[src/design/fcsec_pkg.sv]
`default_nettype none
package fcsec_pkg;
  // ****************************************
  // clock and pin timing
  // ****************************************
  localparam int CLK_NS = 10;
  localparam int T_WR_STROBE_NS = 70;
  localparam int T_RD_STROBE_NS = 100;
  localparam int WR_CYC = (T_WR_STROBE_NS + CLK_NS - 1) / CLK_NS;
  localparam int RD_CYC = (T_RD_STROBE_NS + CLK_NS - 1) / CLK_NS;
  // ****************************************
  // register offsets and fields
  // ****************************************
  localparam logic [7:0] OFS_CTRL = 8'h00;
  localparam logic [7:0] OFS_ADDR = 8'h04;
  localparam logic [7:0] OFS_WDATA = 8'h08;
  localparam logic [7:0] OFS_CMD = 8'h0c;
  localparam logic [7:0] OFS_STAT = 8'h10;
  localparam logic [7:0] OFS_RDATA = 8'h14;
  localparam int CTRL_RP_BIT = 0;
  localparam int CTRL_ALT_BIT = 1;
  localparam logic [1:0] CTRL_RESET = 2'h1;
  localparam int STAT_BUSY_BIT = 0;
  localparam int STAT_REFUSED_BIT = 1;
  localparam int STAT_PSUSP_BIT = 2;
  localparam int STAT_ESUSP_BIT = 3;
  localparam int STAT_SR_LSB = 8;
  // ****************************************
  // operation_status layout
  // ****************************************
  localparam int SR_READY = 7;
  localparam int SR_ERASE_PAUSED = 6;
  localparam int SR_PROG_PAUSED = 2;
  // ****************************************
  // device command codes
  // ****************************************
  localparam logic [7:0] DC_READ_ARRAY = 8'hff;
  localparam logic [7:0] DC_READ_ID = 8'h90;
  localparam logic [7:0] DC_READ_STATUS = 8'h70;
  localparam logic [7:0] DC_CLEAR_STATUS = 8'h50;
  localparam logic [7:0] DC_PROG_SETUP = 8'h40;
  localparam logic [7:0] DC_PROG_SETUP_ALT = 8'h10;
  localparam logic [7:0] DC_ERASE_SETUP = 8'h20;
  localparam logic [7:0] DC_CONFIRM = 8'hd0;
  localparam logic [7:0] DC_SUSPEND = 8'hb0;
  // ****************************************
  // software operation codes
  // ****************************************
  typedef enum logic [2:0] {
    OP_READ_ARRAY = 3'b000,
    OP_READ_ID = 3'b001,
    OP_READ_STATUS = 3'b010,
    OP_CLEAR = 3'b011,
    OP_PROGRAM = 3'b100,
    OP_ERASE = 3'b101,
    OP_SUSPEND = 3'b110,
    OP_RESUME = 3'b111
  } fcsec_op_type;
  typedef enum logic [2:0] {
    ST_IDLE = 3'b000,
    ST_LOAD = 3'b001,
    ST_SETUP = 3'b010,
    ST_STROBE = 3'b011,
    ST_HOLD = 3'b100
  } fcsec_state_type;
  localparam logic [2:0] STEP_POLL = 3'h2;
  localparam logic [2:0] STEP_CLEAR = 3'h3;
  localparam logic [2:0] STEP_ARRAY = 3'h4;
endpackage
`default_nettype wire

[src/design/fcsec_ctrl.sv]
// How it works
// - reset_powerdown_n stays high whenever any operation is suspended.
// - erase is setup 20h then confirm D0h carrying the block address.
// - after program or erase, controller clears status then returns to read array.
// - chip select idles high during pause; resume is written with chip select low.
// - identifier reads drive only the lowest address bit, others zero.
// - error bits are captured from every polling and read-status read, ready or not.
`timescale 1ns/1ps
`default_nettype none
module fcsec_ctrl
  import fcsec_pkg::*;
#(
  parameter int ADDR_W = 22,
  parameter int DQ_W = 16
) (
  // clock and reset
  input wire logic clk_sys_i,
  input wire logic nrst_i,
  // apb slave
  input wire logic psel_i,
  input wire logic penable_i,
  input wire logic pwrite_i,
  input wire logic [7:0] paddr_i,
  input wire logic [31:0] pwdata_i,
  output logic [31:0] prdata_o,
  output logic pready_o,
  output logic pslverr_o,
  // flash pins
  output logic flash_ce_n_o,
  output logic flash_oe_n_o,
  output logic flash_we_n_o,
  output logic reset_powerdown_n_o,
  output logic [ADDR_W-1:0] flash_addr_o,
  output logic [DQ_W-1:0] flash_dq_o,
  output logic flash_dq_oe_o,
  input wire logic [DQ_W-1:0] flash_dq_i
);
  // ****************************************
  // state
  // ****************************************
  fcsec_state_type st_ff;
  fcsec_op_type op_ff;
  logic [2:0] step_ff;
  logic [3:0] cnt_ff;
  logic rd_ff;
  logic [1:0] ctrl_ff;
  logic [ADDR_W-1:0] addr_ff;
  logic [DQ_W-1:0] wdata_ff;
  logic [DQ_W-1:0] rdata_ff;
  logic [7:0] sr_ff;
  logic refused_ff;
  logic psusp_ff;
  logic esusp_ff;
  logic susp_req_ff;
  logic [ADDR_W-1:0] pin_addr_ff;
  logic [DQ_W-1:0] pin_dq_ff;
  logic [DQ_W-1:0] dq_sync;

  fcsec_sync2 #(.W(DQ_W)) u_dq_sync (
    .clk_sys_i(clk_sys_i),
    .nrst_i(nrst_i),
    .d_i(flash_dq_i),
    .q_o(dq_sync)
  );

  // ****************************************
  // apb decode
  // ****************************************
  wire apb_wr = psel_i && penable_i && pwrite_i;
  wire hit_ctrl = paddr_i == OFS_CTRL;
  wire hit_addr = paddr_i == OFS_ADDR;
  wire hit_wdata = paddr_i == OFS_WDATA;
  wire hit_cmd = paddr_i == OFS_CMD;
  wire hit_stat = paddr_i == OFS_STAT;
  wire hit_rdata = paddr_i == OFS_RDATA;
  wire mapped = hit_ctrl | hit_addr | hit_wdata | hit_cmd | hit_stat | hit_rdata;
  wire cmd_wr = apb_wr && hit_cmd;
  wire fcsec_op_type new_op = fcsec_op_type'(pwdata_i[2:0]);
  wire busy = st_ff != ST_IDLE;
  wire any_susp = psusp_ff | esusp_ff;

  assign pready_o = 1'b1;
  assign pslverr_o = psel_i && penable_i && !mapped;
  assign prdata_o = hit_ctrl ? {30'h0, ctrl_ff} :
                    hit_addr ? 32'(addr_ff) :
                    hit_wdata ? 32'(wdata_ff) :
                    hit_stat ? {16'h0, sr_ff, 4'h0, esusp_ff, psusp_ff, refused_ff, busy} :
                    hit_rdata ? 32'(rdata_ff) : 32'h0;

  // ****************************************
  // command admission
  // ****************************************
  function automatic logic op_allowed(input fcsec_op_type op, input logic ps, input logic es);
    logic ok;
    ok = 1'b0;
    if (ps) begin
      ok = op inside {OP_READ_ARRAY, OP_READ_STATUS, OP_READ_ID, OP_RESUME};
    end else if (es) begin
      ok = op inside {OP_READ_ARRAY, OP_READ_STATUS, OP_READ_ID, OP_RESUME,
                      OP_PROGRAM};
    end else begin
      ok = !(op inside {OP_SUSPEND, OP_RESUME});
    end
    return ok;
  endfunction

  wire long_op = op_ff inside {OP_PROGRAM, OP_ERASE, OP_RESUME};
  wire polling = busy && long_op && step_ff == STEP_POLL;
  wire start = cmd_wr && !busy && op_allowed(new_op, psusp_ff, esusp_ff);
  wire susp_ask = cmd_wr && new_op == OP_SUSPEND && polling && !susp_req_ff;
  wire refuse = cmd_wr && !start && !susp_ask;

  // ****************************************
  // step table
  // ****************************************
  wire step_rd = (step_ff == 3'h1 && op_ff inside {OP_READ_ARRAY, OP_READ_ID, OP_READ_STATUS})
                 || step_ff == STEP_POLL;
  logic [7:0] first_code;
  always_comb begin
    unique case (op_ff)
      OP_READ_ARRAY: first_code = DC_READ_ARRAY;
      OP_READ_ID: first_code = DC_READ_ID;
      OP_READ_STATUS: first_code = DC_READ_STATUS;
      OP_CLEAR: first_code = DC_CLEAR_STATUS;
      OP_PROGRAM: first_code = ctrl_ff[CTRL_ALT_BIT] ? DC_PROG_SETUP_ALT
                                                     : DC_PROG_SETUP;
      OP_ERASE: first_code = DC_ERASE_SETUP;
      OP_SUSPEND: first_code = DC_SUSPEND;
      OP_RESUME: first_code = DC_CONFIRM;
    endcase
  end
  wire [DQ_W-1:0] step_data = step_ff == 3'h0 ? DQ_W'(first_code) :
                              step_ff == STEP_CLEAR ? DQ_W'(DC_CLEAR_STATUS) :
                              step_ff == STEP_ARRAY ? DQ_W'(DC_READ_ARRAY) :
                              op_ff == OP_ERASE ? DQ_W'(DC_CONFIRM) : wdata_ff;
  wire [ADDR_W-1:0] step_addr = step_ff != 3'h1 ? '0 :
                                op_ff == OP_READ_ID ? ADDR_W'(addr_ff[0]) : addr_ff;
  wire [3:0] strobe_last = rd_ff ? 4'(RD_CYC - 1) : 4'(WR_CYC - 1);
  wire sr_ready = rdata_ff[SR_READY];
  wire seq_end = (step_ff == 3'h0 && op_ff == OP_CLEAR)
                 || (step_ff == 3'h1 && !(op_ff inside {OP_PROGRAM, OP_ERASE}))
                 || (step_ff == STEP_POLL && op_ff == OP_SUSPEND && sr_ready)
                 || step_ff == STEP_ARRAY;
  wire [2:0] nxt_step = (step_ff == 3'h0 && op_ff inside {OP_SUSPEND, OP_RESUME}) ? STEP_POLL :
                        (step_ff == STEP_POLL && !sr_ready) ? STEP_POLL :
                        3'(step_ff + 3'h1);
  wire to_suspend = step_ff == STEP_POLL && long_op && !sr_ready && susp_req_ff;

  // ****************************************
  // pin sequencer
  // ****************************************
  always_ff @(posedge clk_sys_i or negedge nrst_i) begin
    if (!nrst_i) begin
      st_ff <= ST_IDLE;
      op_ff <= OP_READ_ARRAY;
      step_ff <= 3'h0;
      cnt_ff <= 4'h0;
      rd_ff <= 1'b0;
      pin_addr_ff <= '0;
      pin_dq_ff <= '0;
      rdata_ff <= '0;
    end else begin
      unique case (st_ff)
        ST_IDLE: begin
          if (start) begin
            op_ff <= new_op;
            step_ff <= 3'h0;
            st_ff <= ST_LOAD;
          end
        end
        ST_LOAD: begin
          pin_addr_ff <= step_addr;
          pin_dq_ff <= step_data;
          rd_ff <= step_rd;
          st_ff <= ST_SETUP;
        end
        ST_SETUP: begin
          cnt_ff <= 4'h0;
          st_ff <= ST_STROBE;
        end
        ST_STROBE: begin
          cnt_ff <= 4'(cnt_ff + 4'h1);
          if (cnt_ff == strobe_last) begin
            st_ff <= ST_HOLD;
            if (rd_ff) begin
              rdata_ff <= dq_sync;
            end
          end
        end
        ST_HOLD: begin
          if (to_suspend) begin
            op_ff <= OP_SUSPEND;
            step_ff <= 3'h0;
            st_ff <= ST_LOAD;
          end else if (seq_end) begin
            st_ff <= ST_IDLE;
          end else begin
            step_ff <= nxt_step;
            st_ff <= ST_LOAD;
          end
        end
        default: st_ff <= ST_IDLE;
      endcase
    end
  end

  // ****************************************
  // software state and suspension tracking
  // ****************************************
  wire sr_capture = st_ff == ST_HOLD && rd_ff && (step_ff == STEP_POLL || op_ff == OP_READ_STATUS);
  wire susp_done = st_ff == ST_HOLD && op_ff == OP_SUSPEND && step_ff == STEP_POLL && sr_ready;
  wire resume_go = st_ff == ST_HOLD && op_ff == OP_RESUME && step_ff == 3'h0;

  always_ff @(posedge clk_sys_i or negedge nrst_i) begin
    if (!nrst_i) begin
      ctrl_ff <= CTRL_RESET;
      addr_ff <= '0;
      wdata_ff <= '0;
      sr_ff <= 8'h0;
      refused_ff <= 1'b0;
      psusp_ff <= 1'b0;
      esusp_ff <= 1'b0;
      susp_req_ff <= 1'b0;
    end else begin
      if (apb_wr && hit_ctrl) begin
        ctrl_ff <= pwdata_i[1:0];
      end
      if (apb_wr && hit_addr && !busy) begin
        addr_ff <= pwdata_i[ADDR_W-1:0];
      end
      if (apb_wr && hit_wdata && !busy) begin
        wdata_ff <= pwdata_i[DQ_W-1:0];
      end
      if (sr_capture) begin
        sr_ff <= rdata_ff[7:0];
      end
      if (refuse) begin
        refused_ff <= 1'b1;
      end else if (apb_wr && hit_stat && pwdata_i[STAT_REFUSED_BIT]) begin
        refused_ff <= 1'b0;
      end
      if (susp_ask) begin
        susp_req_ff <= 1'b1;
      end else if (st_ff == ST_IDLE || op_ff == OP_SUSPEND) begin
        susp_req_ff <= 1'b0;
      end
      if (susp_done) begin
        psusp_ff <= psusp_ff | rdata_ff[SR_PROG_PAUSED];
        esusp_ff <= esusp_ff | rdata_ff[SR_ERASE_PAUSED];
      end else if (resume_go) begin
        if (psusp_ff) begin
          psusp_ff <= 1'b0;
        end else begin
          esusp_ff <= 1'b0;
        end
      end
    end
  end

  // ****************************************
  // pin drive
  // ****************************************
  wire cycle_on = st_ff inside {ST_SETUP, ST_STROBE, ST_HOLD};
  assign flash_ce_n_o = !cycle_on;
  assign flash_we_n_o = !(st_ff == ST_STROBE && !rd_ff);
  assign flash_oe_n_o = !(st_ff == ST_STROBE && rd_ff);
  assign flash_dq_oe_o = cycle_on && !rd_ff;
  assign flash_addr_o = pin_addr_ff;
  assign flash_dq_o = pin_dq_ff;
  assign reset_powerdown_n_o = ctrl_ff[CTRL_RP_BIT] | any_susp;
endmodule // fcsec_ctrl
`default_nettype wire

[src/design/fcsec_sync2.sv]
`timescale 1ns/1ps
`default_nettype none
module fcsec_sync2 #(
  parameter int W = 16
) (
  // clock and reset
  input wire logic clk_sys_i,
  input wire logic nrst_i,
  // data
  input wire logic [W-1:0] d_i,
  output logic [W-1:0] q_o
);
  logic [W-1:0] meta_ff;
  logic [W-1:0] sync_ff;

  // ****************************************
  // two-stage synchroniser
  // ****************************************
  always_ff @(posedge clk_sys_i or negedge nrst_i) begin
    if (!nrst_i) begin
      meta_ff <= '0;
      sync_ff <= '0;
    end else begin
      meta_ff <= d_i;
      sync_ff <= meta_ff;
    end
  end

  assign q_o = sync_ff;
endmodule // fcsec_sync2
`default_nettype wire

[config.mk]
export PLATFORM = sky130hd
export DESIGN_NAME = fcsec_ctrl
export DESIGN_NICKNAME = d
export VERILOG_FILES = /design/src/design/fcsec_pkg.sv /design/src/design/fcsec_ctrl.sv /design/src/design/fcsec_sync2.sv
export SDC_FILE = /design/constraint.sdc
export NUM_CORES = 1
export LEC_CHECK = 0
export ABC_AREA = 1
export BUFFER_PORTS_ARGS = -buffer_cell sky130_fd_sc_hd__buf_2
export CORE_MARGIN = 2
export CORE_UTILIZATION = 55
export DETAILED_ROUTE_END_ITERATION = 10
export PLACE_DENSITY = 0.8
export SETUP_SLACK_MARGIN = 0.2
export SLEW_MARGIN = 10
export SYNTH_ARGS = -nofsm -noshare
export SYNTH_HDL_FRONTEND = slang
export SYNTH_SLANG_ARGS = --single-unit
[constraint.sdc]
create_clock -name clk_sys_i -period 4.4 [get_ports clk_sys_i]
set_input_delay 0.22 -clock clk_sys_i [delete_from_list [all_inputs] [get_ports clk_sys_i]]
set_output_delay 0.22 -clock clk_sys_i [all_outputs]
set_load 0.03 [all_outputs]
==> impl_metrics.tcl <==
set metrics [dict create \
    die_area_um2 13400 \
    synth_top_area_share_pct 55.00 \
    insertion_delay_ns 0.42 \
    ant_nets 0 \
    period_share_pct 54.93 \
    port-buffer-count 116 \
    nNetsFinal 1012 \
    worst_slew_pin_slew_ns 0.9884 \
    cp.arrival_ns 2.20 \
    max_slew_margin_pct 33.92 \
    worstPathMaxFanout 11 \
    dpl.hpwl_um 11190 \
    wl_per_cell_um 14.16 \
    finalWirelength_um 15880 \
    cts_root_buf "clkbuf_16" \
    skew_ns 0.007092 \
    p_per_area_nw_per_um2 480.8 \
    yosys.cell_count.top_type "nand2_1" \
    crit_type "input pin to primary output" \
    total_power_mw 3.980 \
    synth_warnings 0 \
    grt_pass1_wl_um 25920 \
    syn_inst 813 \
    gp_congestion 0.8841 \
    fillCellCount 1000 \
    layout-drive-gt1-share_pct 18.24 \
    slew_violations 0 \
    vias_per_cell 5.121 \
    grt_usage_pct 25.23 \
    vias 5746 \
    timing.final.hold_violations 0 \
    die_x_um 115.8 \
    critPathLaunchType "input pin" \
    drv_cap 0 \
    netlist_top_cells_count "nand2_1 (255), dfrtp_1 (151), inv_1 (79), o21ai_0 (79), nor2_1 (73)" \
    grt_max_degree 76 \
    clockBufferDepth 2 \
    synth_ff_type "dfrtp_1" \
    async_flop_share_pct 100.0 \
    peakVddDrop_mv 0.3019 \
    cts_sinks 152 \
    syn_area_per_cell_um2 8.451 \
    setup_violations 0 \
    min_period_ns 2.417 \
    fmax_mhz 413.7 \
    ios 138 \
    antenna_found_initial 0 \
    status "complete, no violations" \
    die_h_um 115.8 \
    dr.pass1.iters 5 \
    gr-total-overflow 0 \
    crit_required_ns 4.18 \
    grt_pass1_vias 5351 \
    synth_edf_count 0 \
    areaGrowthSynthToFinish_pct 20.49 \
    worst_hold_path_type "input pin to register" \
    clk_pin_slew_ns 0.06 \
    cts_tree "yes" \
    syn-cell-area_um2 6870 \
    cts_htree_levels 4 \
    cts_made_buffers 17 \
    yosys_register_bits 152 \
    yosysUniqueCellTypes 38 \
    rsz0062_at_grt "no" \
    tns_ns 0 \
    synthTopCellsByArea "dfrtp_1 (55%), nand2_1 (14%), o21ai_0 (5.8%), inv_1 (4.3%), nor2_1 (4.0%)" \
    critPathCaptureType "primary output" \
    n_antenna_cell 0 \
    yosysTopAreaCell "dfrtp_1" \
    drtIter0Drc 404 \
    p_leak_nw 4.270 \
    route.detailed.drc 0 \
    row_count 40 \
    yosysSeqAreaShare_pct 55.38 \
    start_util_pct 56.73 \
    coreArea_um2 12110 \
]
-- state kept, by name (all words and copies together), names as in the netlist --
signal and flops:
sr_ff 8, addr_ff 22, flash_addr_o 22, ctrl_ff 2
wdata_ff 16, psusp_ff 1, esusp_ff 1, u_dq_sync.q_o 16
st_ff 3, flash_dq_o 16, u_dq_sync.meta_ff 16, op_ff 3
rd_ff 1, rdata_ff 16, refused_ff 1, cnt_ff 4
step_ff 3, susp_req_ff 1
-- per-layer routing --
metal | GRT usage [%] | wire length (um) | up-vias
li1 | - | - | 2840
met1 | 34.85 | 7108 | 2673
met2 | 38.67 | 7376 | 195
met3 | 5.178 | 922 | 38
met4 | 11.90 | 475 | 0
met5 | 0 | 0 | -
-- cells by family after synthesis --
family | Yosys count | synth area share (%)
AND/OR/NAND/NOR | 406 | 25.00
flip-flops | 152 | 55.38
AO/OA/AOI/OAI | 124 | 9.907
buffers and inverters | 117 | 7.521
adder cells (fa/ha/maj) | 10 | 1.821
XOR/XNOR | 2 | 0.2550
other | 2 | 0.1093
-- cell type report --
class,count,area [um^2],share of cell area (%)
sequential,152,3805,45.96
multi-input combinational,553,2589,31.27
timing repair buffer,136,779.5,9.417
clock buffer,20,466.7,5.638
inverter,81,304.0,3.673
tap,168,210.2,2.539
clock inverter,12,123.9,1.496
-- report_power, final --
| part | switching [mW] | internal, mW | leakage [nW] |
|---|---|---|---|
| Sequential | 0.109 | 1.50 | 2.01 |
| Clock | 0.549 | 0.875 | 0.284 |
| Combinational | 0.680 | 0.263 | 1.97 |
-- worst max-delay path: stages --
cell and delay, ns:
buf_2 0.09, inv_1 0.04, nand2_1 0.14, nor3_2 0.49, nand2_1 0.42, inv_1 0.30
nand2_1 0.10, o211ai_1 0.14, buf_2 0.25
-- cell usage in the layout, fill, tap and decap left out, types with 15 or more instances in the layout --
cell type and n:
a21oi_1 15, buf_2 115, clkbuf_16 17, dfrtp_1 151, dlygate4sd3_1 17, inv_1 79, nand2_1 255, nand3_1 41
nor2_1 73, o21ai_0 79
-- what timing repair did --
action,4_1_cts,5_1_grt
hold endpoints to repair,88,0
hold buffers,17,0
gates resized for setup,0,0
buffers inserted,0,0
-- worst paths after layout --
path	from	to	slack (ns)	cells past startpoint
max in group asynchronous	nrst_i	flash_dq_o[12]	3.00	3
min in group asynchronous	nrst_i	cnt_ff[0]	0.39	2
hold reg to reg	u_dq_sync.meta_ff[10]	u_dq_sync.q_o[10]	0.35	0
hold / removal	pwdata_i[16]	addr_ff[16]	0.03	3
setup reg to reg	st_ff[2]	flash_dq_o[6]	2.10	5
setup / recovery	paddr_i[1]	prdata_o[6]	1.98	9
-- per-stage QoR --
step	hold WS, ns	instances	util [%]	instance area [um^2]	setup slack, ns
after floorplan	-0.07559	822	-	6904	2.527
after global placement	0.2834	1073	62.07	7517	2.048
after detailed placement	0.2882	1073	62.07	7517	2.030
after CTS	0.02425	1122	68.35	8278	2.003
after global routing	0.03937	1122	68.35	8278	1.824
final	0.03453	1122	68.35	8278	1.983
(Power assumes the default switching activity.)
